--- config.mk ---
export PLATFORM = sky130hd
export DESIGN_NAME = eeprom_page_host
export DESIGN_NICKNAME = d
export VERILOG_FILES = /design/src/design/eeprom_page_host.v
export VERILOG_INCLUDE_DIRS = /design/src /design/src/design
export SDC_FILE = /design/constraint.sdc
export NUM_CORES = 1
export LEC_CHECK = 0
export ABC_AREA = 1
export BUFFER_PORTS_ARGS = -buffer_cell sky130_fd_sc_hd__buf_2
export CAP_MARGIN = 20
export CORE_MARGIN = 5
export CORE_UTILIZATION = 35
export CTS_BUF_LIST = sky130_fd_sc_hd__clkbuf_8
export CTS_CLUSTER_SIZE = 40
export DETAILED_ROUTE_END_ITERATION = 6
export GPL_TIMING_DRIVEN = 1
export PLACE_DENSITY = 0.64
export SLEW_MARGIN = 20
export SYNTH_ARGS = -nofsm -noshare
export SYNTH_HDL_FRONTEND = slang
export SYNTH_SLANG_ARGS = --single-unit
--- constraint.sdc ---
create_clock -name clk -period 3.1 [get_ports clk]
set_input_delay 0.155 -clock clk [delete_from_list [all_inputs] [get_ports clk]]
set_output_delay 0.155 -clock clk [all_outputs]
set_load 0.05 [all_outputs]
--- src/design/eeprom_host_consts.vh ---
/*
  Timing constants for the parallel EEPROM page-write host controller.
  Assumes a 250 MHz system clock; all counts are derived from it.
*/
`ifndef EEPROM_HOST_CONSTS_VH
`define EEPROM_HOST_CONSTS_VH
`define CLK_PERIOD_PS        4000
`define STROBE_WIDTH_NS      200
`define STROBE_CYC           ((`STROBE_WIDTH_NS * 1000 + `CLK_PERIOD_PS - 1) / `CLK_PERIOD_PS)
`define SETUP_NS             70
`define SETUP_CYC            ((`SETUP_NS * 1000 + `CLK_PERIOD_PS - 1) / `CLK_PERIOD_PS)
`define HOLD_NS              50
`define HOLD_CYC             ((`HOLD_NS * 1000 + `CLK_PERIOD_PS - 1) / `CLK_PERIOD_PS)
`define READ_ACCESS_NS       120
`define READ_CYC             ((`READ_ACCESS_NS * 1000 + `CLK_PERIOD_PS - 1) / `CLK_PERIOD_PS)
`define BYTE_LOAD_GAP_US     30
`define GAP_CYC              (`BYTE_LOAD_GAP_US * 1000000 / `CLK_PERIOD_PS)
`define LOAD_WINDOW_US       100
`define WINDOW_CYC           ((`LOAD_WINDOW_US * 1000000 + `CLK_PERIOD_PS - 1) / `CLK_PERIOD_PS)
`define WRITE_CYCLE_MS       10
// Whole microseconds keep the millisecond count inside 32-bit arithmetic.
`define CYC_PER_US           ((1000000 + `CLK_PERIOD_PS - 1) / `CLK_PERIOD_PS)
`define WRITE_CYC            (`WRITE_CYCLE_MS * 1000 * `CYC_PER_US)
`define PAGE_BYTES           64
`define ADDR_W               15
`define POLL_BIT             7
`define TOGGLE_BIT           6
`endif

--- src/design/eeprom_page_host.v ---
/*
  Host controller that drives a byte-wide EEPROM through its pins: page loads,
  reads, and completion tracking by polling, toggle bit, ready/busy or timeout.
  Assumes the EEPROM pins are board signals; inputs from them are synchronised.
*/
`include "eeprom_host_consts.vh"

// Behaviour
// A page write carries one to sixty-four byte loads.
// Each further byte load starts within 30 us of the previous strobe fall.
// After the last load, strobe stays high 100 us; the device then programs.
// Page address bits are captured at the first strobe fall of a page.
// Address latched at strobe fall, data at strobe rise.
// The device finishes programming within 10 ms.
// Without polling or ready/busy, wait at least 10 ms before next access.
// With polling or ready/busy, proceed as soon as completion shows.
// While busy, bit seven reads as complement of last loaded bit seven.
// While busy, bit six flips on every read; stops when done.
// First toggle read returns one; final value undefined.
// Toggle status reads keep one fixed address.
// Ready/busy floats outside writes, low during internal write.
// With protect/reset low, reads and writes are refused.
// Host keeps protect/reset high through every read and write; here the pin follows protect_req in every state, so it can drop mid-access.
// Control pulses of 20 ns or less are ignored.
// Protect/reset low during programming aborts it.
// Output gate high during loads; page address bits constant per page.
// Low six address bits pick the byte in the page buffer.
module eeprom_page_host #(
  parameter WRITE_CYCLES  = `WRITE_CYC,
  parameter WINDOW_CYCLES = `WINDOW_CYC
) (
  input  wire              clk,
  input  wire              rstn,
  input  wire              ce,
  input  wire              req_valid,
  input  wire              req_write,
  input  wire              req_last,
  input  wire [1:0]        req_mode,
  input  wire [14:0]       req_addr,
  input  wire [7:0]        req_data,
  input  wire              protect_req,
  output reg               req_ready,
  output reg               rsp_valid,
  output reg  [7:0]        rsp_data,
  output reg               write_busy,
  output reg  [14:0]       mem_addr,
  output reg               chip_sel_n,
  output reg               out_gate_n,
  output reg               write_strobe_n,
  output reg               program_abort_n,
  output reg  [7:0]        data_out,
  output reg               data_oe_n,
  input  wire [7:0]        data_in,
  input  wire              ready_busy_n
);
  localparam S_IDLE  = 7'h01;
  localparam S_WLOW  = 7'h02;
  localparam S_WHIGH = 7'h04;
  localparam S_GAP   = 7'h08;
  localparam S_RD    = 7'h10;
  localparam S_WAIT  = 7'h20;
  localparam S_POLL  = 7'h40;
  localparam M_TIMEOUT = 2'h0;
  localparam M_POLL    = 2'h1;
  localparam M_TOGGLE  = 2'h2;
  localparam M_RDYBSY  = 2'h3;

  reg [6:0]  state_reg;
  reg [21:0] cnt_reg;
  reg [21:0] gap_reg;
  reg [6:0]  loads_reg;
  reg [8:0]  page_reg;
  reg [7:0]  last_reg;
  reg        toggle_prev_reg;
  reg        first_reg;
  reg [1:0]  mode_reg;
  reg [7:0]  din_s1;
  reg [7:0]  din_s2;
  reg        rb_s1;
  reg        rb_s2;

  function [21:0] cyc;
    input integer n;
    begin
      cyc = n[21:0];
    end
  endfunction

  always @(posedge clk or negedge rstn) begin
    if (!rstn) begin
      din_s1 <= 8'h00;
      din_s2 <= 8'h00;
      rb_s1  <= 1'b1;
      rb_s2  <= 1'b1;
    end else if (ce) begin
      din_s1 <= data_in;
      din_s2 <= din_s1;
      rb_s1  <= ready_busy_n;
      rb_s2  <= rb_s1;
    end
  end

  always @(posedge clk or negedge rstn) begin
    if (!rstn) begin
      state_reg       <= S_IDLE;
      cnt_reg         <= 22'h000000;
      gap_reg         <= 22'h000000;
      loads_reg       <= 7'h00;
      page_reg        <= 9'h000;
      last_reg        <= 8'h00;
      toggle_prev_reg <= 1'b0;
      first_reg       <= 1'b0;
      mode_reg        <= 2'h0;
      req_ready       <= 1'b0;
      rsp_valid       <= 1'b0;
      rsp_data        <= 8'h00;
      write_busy      <= 1'b0;
      mem_addr        <= 15'h0000;
      chip_sel_n      <= 1'b1;
      out_gate_n      <= 1'b1;
      write_strobe_n  <= 1'b1;
      program_abort_n <= 1'b0;
      data_out        <= 8'h00;
      data_oe_n       <= 1'b1;
    end else if (ce) begin
      rsp_valid <= 1'b0;
      req_ready <= 1'b0;
      program_abort_n <= ~protect_req;
      if (state_reg == S_GAP) begin
        gap_reg <= gap_reg + 22'h000001;
      end
      case (state_reg)
        S_IDLE: begin
          chip_sel_n     <= 1'b1;
          out_gate_n     <= 1'b1;
          write_strobe_n <= 1'b1;
          data_oe_n      <= 1'b1;
          if (req_valid && !protect_req && program_abort_n) begin
            req_ready <= 1'b1;
            mem_addr  <= req_addr;
            cnt_reg   <= 22'h000000;
            if (req_write) begin
              page_reg       <= req_addr[14:6];
              loads_reg      <= 7'h01;
              last_reg       <= req_data;
              data_out       <= req_data;
              data_oe_n      <= 1'b0;
              chip_sel_n     <= 1'b0;
              write_strobe_n <= 1'b0;
              mode_reg       <= req_mode;
              write_busy     <= 1'b1;
              state_reg      <= S_WLOW;
            end else begin
              chip_sel_n <= 1'b0;
              out_gate_n <= 1'b0;
              state_reg  <= S_RD;
            end
          end
        end
        S_WLOW: begin
          cnt_reg <= cnt_reg + 22'h000001;
          if (cnt_reg >= cyc(`STROBE_CYC - 1)) begin
            write_strobe_n <= 1'b1;
            cnt_reg        <= 22'h000000;
            state_reg      <= S_WHIGH;
          end
        end
        S_WHIGH: begin
          cnt_reg <= cnt_reg + 22'h000001;
          if (cnt_reg >= cyc(`HOLD_CYC - 1)) begin
            chip_sel_n <= 1'b1;
            data_oe_n  <= 1'b1;
            gap_reg    <= cnt_reg + cyc(`STROBE_CYC + 1);
            cnt_reg    <= 22'h000000;
            state_reg  <= S_GAP;
          end
        end
        S_GAP: begin
          cnt_reg <= cnt_reg + 22'h000001;
          if (req_valid && req_write && !req_last_done(loads_reg) && !protect_req
              && req_addr[14:6] == page_reg
              && gap_reg < cyc(`GAP_CYC - `SETUP_CYC)) begin
            req_ready      <= 1'b1;
            mem_addr       <= {page_reg, req_addr[5:0]};
            last_reg       <= req_data;
            data_out       <= req_data;
            data_oe_n      <= 1'b0;
            chip_sel_n     <= 1'b0;
            write_strobe_n <= 1'b0;
            loads_reg      <= loads_reg + 7'h01;
            gap_reg        <= 22'h000000;
            cnt_reg        <= 22'h000000;
            state_reg      <= S_WLOW;
          end else if (cnt_reg >= cyc(WINDOW_CYCLES)) begin
            cnt_reg   <= 22'h000000;
            first_reg <= 1'b1;
            state_reg <= (mode_reg == M_TIMEOUT) ? S_WAIT : S_POLL;
          end
        end
        S_WAIT: begin
          cnt_reg <= cnt_reg + 22'h000001;
          if (cnt_reg >= cyc(WRITE_CYCLES)) begin
            write_busy <= 1'b0;
            state_reg  <= S_IDLE;
          end
        end
        S_POLL: begin
          cnt_reg <= cnt_reg + 22'h000001;
          if (mode_reg == M_RDYBSY) begin
            if (rb_s2 && cnt_reg > cyc(`READ_CYC + 2)) begin
              write_busy <= 1'b0;
              state_reg  <= S_IDLE;
            end
          end else if (chip_sel_n) begin
            chip_sel_n <= 1'b0;
            out_gate_n <= 1'b0;
            mem_addr   <= {page_reg, 6'h00};
            cnt_reg    <= 22'h000000;
          end else if (cnt_reg >= cyc(`READ_CYC + 2)) begin
            chip_sel_n      <= 1'b1;
            out_gate_n      <= 1'b1;
            first_reg       <= 1'b0;
            toggle_prev_reg <= din_s2[`TOGGLE_BIT];
            cnt_reg         <= 22'h000000;
            if ((mode_reg == M_POLL
                 && din_s2[`POLL_BIT] == last_reg[`POLL_BIT])
                || (mode_reg == M_TOGGLE && !first_reg
                    && din_s2[`TOGGLE_BIT] == toggle_prev_reg)) begin
              write_busy <= 1'b0;
              state_reg  <= S_IDLE;
            end
          end
        end
        S_RD: begin
          cnt_reg <= cnt_reg + 22'h000001;
          if (cnt_reg >= cyc(`READ_CYC + 2)) begin
            rsp_valid  <= 1'b1;
            rsp_data   <= din_s2;
            chip_sel_n <= 1'b1;
            out_gate_n <= 1'b1;
            state_reg  <= S_IDLE;
          end
        end
        default: state_reg <= S_IDLE;
      endcase
    end
  end

  function req_last_done;
    input [6:0] n;
    begin
      req_last_done = (n >= `PAGE_BYTES);
    end
  endfunction
endmodule // eeprom_page_host

Word level (Yosys, flattened, before mapping)
Cells that the tools add are included.
Widths: inputs -> output; s select.
- output and inout bits: 39
- input port bits: 41
- register bits after elaboration: 128
- reductions and logical operators: 39
- equal/unequal tests: 31
- $lt $le $gt $ge: 8
- add/sub/neg operators: 4
- multiplexer cells: 79
- bitwise logic cells: 3
- operators by type and width (cell ; count):
    $mux 22 ; 11
    $pmux 22 s6 ; 1
    $mux 7 ; 16
    $mux 15 ; 4
    $pmux 7 s7 ; 1
    $pmux 15 s3 ; 1
    $add 22x1->22 const B ; 2
    $ge 22x6->1 const B ; 2
    $pmux 22 s2 ; 1
    $mux 1 ; 31
    $mux 8 ; 3
    $add 22x6->22 const B ; 1
    $ge 22x15->1 const B ; 1
    $ge 22x22->1 const B ; 1
    $ge 22x4->1 const B ; 1
    $gt 22x6->1 const B ; 1
    $lt 22x13->1 const B ; 1
    $ne 2x2->1 const B ; 11
    $pmux 8 s2 ; 1
    $reduce_bool 3->1 ; 5
    $pmux 7 s2 ; 1
    $ne 3x3->1 const B ; 4
    $pmux 1 s3 ; 4
    $reduce_and 4->1 ; 3
    other kinds (33) ; 56

Depth between registers and ports, before layout
- word-level depth: 9
- mapped depth: 14

Worst setup path after synthesis
Ideal clock, no wire load.
- path kind: register to register
- from: register program_abort_n
- to: register last_reg[7]
- buffers on the path: 1
- cell stages (with the launch flop): 9
- setup time: 0.120 ns
- arrival: 1.768 ns
- period minus slack after synthesis: 1.887 ns
- path slack: 1.213 ns
- cells stage by stage: dfrtp_1 nand3_1 nand3_1 nand2_1 nor3b_4 nand2_2 buf_2 nand2_1 nand2_1
- word-level cells in the longest chain between the ends: 3
- ends and longest elaborated chain (element ; line ; RTL):
    start, declared ; eeprom_page_host.v:50 ; output reg program_abort_n,
    start signal, assigned ; eeprom_page_host.v:128 ; program_abort_n <= ~protect_req;
    $logic_and 1x1->1 ; eeprom_page_host.v:138 ; if (req_valid && !protect_req && program_abort_n) begin
    $ne 2x2->1 (no line) ; -- ;
    $reduce_and 5->1 (no line) ; -- ;
    end signal, assigned ; eeprom_page_host.v:145 ; last_reg <= req_data;
    end signal, assigned ; eeprom_page_host.v:185 ; last_reg <= req_data;
    end, declared ; eeprom_page_host.v:73 ; reg [7:0] last_reg;
Every way passes these cells.
A chain may end at the register's enable or synchronous reset.

Worst setup path in the final report
- from: register state_reg[5]
- to: register cnt_reg[14]
- word-level cells in the longest chain between the ends: 4
- elaborated cells between the ends (all ways): 12
- those cells by class: eq/ne (8); mux (1); reduce/logical (3)
- ends and longest elaborated chain (element ; line ; RTL):
    start, declared ; eeprom_page_host.v:68 ; reg [6:0] state_reg;
    start signal, assigned ; eeprom_page_host.v:197 ; state_reg <= (mode_reg == M_TIMEOUT) ? S_WAIT : S_POLL;
    $eq 7x5->1 or $eq 7x6->1 (tied branches) ; eeprom_page_host.v:132 ; case (state_reg)
    $reduce_or 2->1 (no line) ; -- ;
    $reduce_bool 6->1 (no line) ; -- ;
    $reduce_and 3->1 (no line) ; -- ;
    end signal, assigned ; eeprom_page_host.v:161 ; cnt_reg <= cnt_reg + 22'h000001;
    end signal, assigned ; eeprom_page_host.v:169 ; cnt_reg <= cnt_reg + 22'h000001;
    end signal, assigned ; eeprom_page_host.v:179 ; cnt_reg <= cnt_reg + 22'h000001;
    end, declared ; eeprom_page_host.v:69 ; reg [21:0] cnt_reg;
Parallel ways exist; a longest one is shown, timed or not.

==> results.md <==
- Status: finished clean
- Cts bufs inserted: 17
- GRT Overall Usage: 17.7%
- Vias in the first global route: 7569
- Synth Area in Compound Gates: 9.70%
- Synth Area in Simple Gates: 36.4%
- Fillers: 2474
- Post-Syn Area: 0.00821 mm2
- H-tree Lvls: 4
- Die area: 0.0266 mm2
- Synth Area in Adders: 0.915%
- Ratio of cells with drive above 1 in the final layout: 13.7%
- Skew-Pair Late Insertion Delay: 450 ps
- First-pass GRT wire length: 38.1 mm
- Max Buffers Root-to-Sink: 2
- Placed insts: 1545
- Synth area leaders: dfrtp_1 (37%), nand2_1 (16%), nor2_1 (7.1%)
- Largest family of logic cells by synthesized area: simple AND/OR/NAND/NOR gates
- Worst IR Drop VDD: 0.000417 V
- Area of the multi-input gates: 0.00430 mm2
- Final setup TNS: 0 ps
- Pin count of the biggest net entering global routing: 71
- Area Growth Syn to Fin: 17.0%
- Max transition margin: 52.5%
- Distinct cell type count after synthesis: 44
- Root buffer cell: clkbuf_8
- Worst endpoint required time: 3470 ps
- Worst slew pin tran: 712 ps
- DRT Pass-1 Iters: 5
- Arrival time worst endpoint: 2760 ps
- IO Port Bufs: 78
- Pwr/cell area: 825 mW/mm2
- Syn_nets: 1230
- Setup violators final: 0
- #FFs+latches synth: 128
- Total routed wirelength: 23.0 mm
- PostCTS Resize Cnt: 0
- Synth Area in XOR/XNOR: 5.12%
- ANT cells: 0
- Worst min path class: input pin to flop
- Io pins: 80
- # Post-CTS Setup Buffers: 0
- Antenna viol nets, final: 0
- CP startpoint kind: flop
- GP Congestion: 0.931
- Iteration-0 DRC count of the detailed router: 602
- Fmax: 418 MHz
- Avg Vias per Cell: 4.85
- Post-route DRC: 0
- Yosys warning count: 0
- Core footprint: 0.0233 mm2
- CTS tree: done
- Clock Skew: 14.1 ps
- Routed vias: 7815
- Cells after Synth: 1183
- GRT Residual Overflow: 0
- Seq/Total Area, Yosys: 39.1%
- Minimum clock period: 2390 ps
- Die span in x: 163 um
- Rows: 56
- Hold_buf cts: 33
- RSZ-0062 raised after global routing: false
- Biggest area consumer among synthesized cells: dfrtp_1
- Reg clk slew, reported paths: 80 ps
- Yosys top cell area share: 36.9%
- Hpwl dp: 17.0 mm
- Nets@finish: 1325
- Hold slack: 40.4 ps
- Max cap viols: 0
- Crit end category: flop
- Mux cell area share after synthesis: 0.274%
- Reg area: 0.00321 mm2
- Final non-filler cell total: 1610
- Clock Sinks: 128
- Worst Path Max Fanout: 22
- Die height: 163 um
- Leakage: 4.86 nW
- Antenna violations before repair: 0
- Final Hold Viols: 0
- Crit Path Class: flop to flop
- Routed len/inst: 14.3 um
- Final slew viol count: 0
- Final Cycle Share: 77.1%
- Initial Util: 35.3%
- Synth Area per Inst: 6.94 um2
kinds of logic after synthesis:
logic type,count (synthesis)
buffers and inverters,166
AND/OR/NAND/NOR,683
multiplexers,2
AO/OA/AOI/OAI,150
adder cells (fa/ha/maj),6
flip-flops,128
XOR/XNOR,48
worst max-delay path, stage by stage, from the launching register on:
cell     delay (ps)
dfrtp_1         430
inv_2           100
nand3_4          90
inv_2           130
nand2_1         350
nor2_1          250
nand2_1          70
nor2_1          160
nand2_1         100
nand3_2         380
nand3_1         140
o21ai_1         100
placed cells by master, fill, tap and decap left out, drive strengths merged, types with 11 or more instances in the layout:
| master | n |
|---|---|
| a21oi | 49 |
| buf | 88 |
| clkbuf | 18 |
| dfrtp | 121 |
| dlygate4sd3 | 33 |
| inv | 127 |
| nand2 | 353 |
| nand3 | 98 |
| nand3b | 11 |
| nand4 | 25 |
| nor2 | 170 |
| nor3 | 19 |
| o21ai | 84 |
| xnor2 | 11 |
| xor2 | 37 |
stage by stage:
step | instance area (um2) | power [mW] | setup WS (ps) | utilization [%]
2_1_floorplan | 8210 | 5.48 | 1210 | -
3_3_place_gp | 8850 | 6.29 | 751 | 38.0
3_5_place_dp | 8850 | 6.34 | 732 | 38.0
4_1_cts | 9600 | 7.97 | 723 | 41.3
5_1_grt | 9600 | 8.54 | 420 | 41.3
6_report | 9600 | 7.92 | 709 | 41.3
cell type report:
| type | instances | share of cell area [%] |
|---|---|---|
| multi-input cells | 889 | 44.8 |
| inverters | 121 | 4.73 |
| clock inverters | 14 | 1.84 |
| flip-flops and latches | 128 | 33.5 |
| repair buffers | 121 | 8.48 |
| well taps | 319 | 4.16 |
| clock buffers | 18 | 2.58 |
metal layers:
| layer | track usage, % | routed length, um | vias up |
|---|---|---|---|
| met3 | 3.43 | 1120 | 30 |
| met5 | 0 | 0 | - |
| met2 | 28.4 | 10300 | 195 |
| met4 | 5.60 | 471 | 0 |
| li1 | - | - | 3970 |
| met1 | 24.2 | 11200 | 3620 |
power breakdown:
part	internal, mW	switching (mW)	total [mW]
combinational	1.05	2.65	3.71
sequential	2.19	0.449	2.64
clock	0.831	0.742	1.57
total	4.08	3.84	7.92
Yosys cell counts:
| cell | number |
|---|---|
| nand2_1 | 347 |
| nor2_1 | 156 |
| dfrtp_1 | 121 |
| inv_1 | 107 |
| nand3_1 | 90 |
| o21ai_0 | 64 |
| a21oi_1 | 47 |
| xor2_1 | 37 |
| nand4_1 | 25 |
| buf_2 | 19 |
| o21ai_1 | 18 |
| nor3_1 | 17 |
| inv_2 | 13 |
| clkbuf_1 | 12 |
| nand3b_1 | 11 |
| xnor2_1 | 11 |
| a31oi_1 | 9 |
| nor2_2 | 9 |
| buf_4 | 7 |
| dfstp_2 | 7 |
| nand3_2 | 7 |
| ha_1 | 6 |
| nand2_2 | 6 |
| nor2_4 | 5 |
| o211ai_1 | 4 |
| buf_6 | 3 |
| a21boi_0 | 2 |
| a21oi_2 | 2 |
| buf_1 | 2 |
| clkbuf_2 | 2 |
| mux2_2 | 2 |
| nor4_1 | 2 |
| o21ai_2 | 2 |
| a22oi_1 | 1 |
| and2_1 | 1 |
| clkinv_1 | 1 |
| nand3_4 | 1 |
| nor3_2 | 1 |
| nor3_4 | 1 |
| nor3b_1 | 1 |
| nor3b_4 | 1 |
| o22ai_1 | 1 |
| or2_0 | 1 |
| or2_2 | 1 |
path summary, 6_finish.rpt:
check                             start      endpoint  slack (ps)  cells past startpoint
min reg2reg                       rb_s1         rb_s1         460                      2
min                        req_addr[13]   page_reg[7]          40                      3
max reg2reg                state_reg[5]   cnt_reg[14]         710                     11
min in group asynchronous          rstn   gap_reg[19]         290                      2
max                        state_reg[5]   cnt_reg[14]         710                     11
max in group asynchronous          rstn  state_reg[0]        1990                      3
Power figures use the tool's default switching activity.
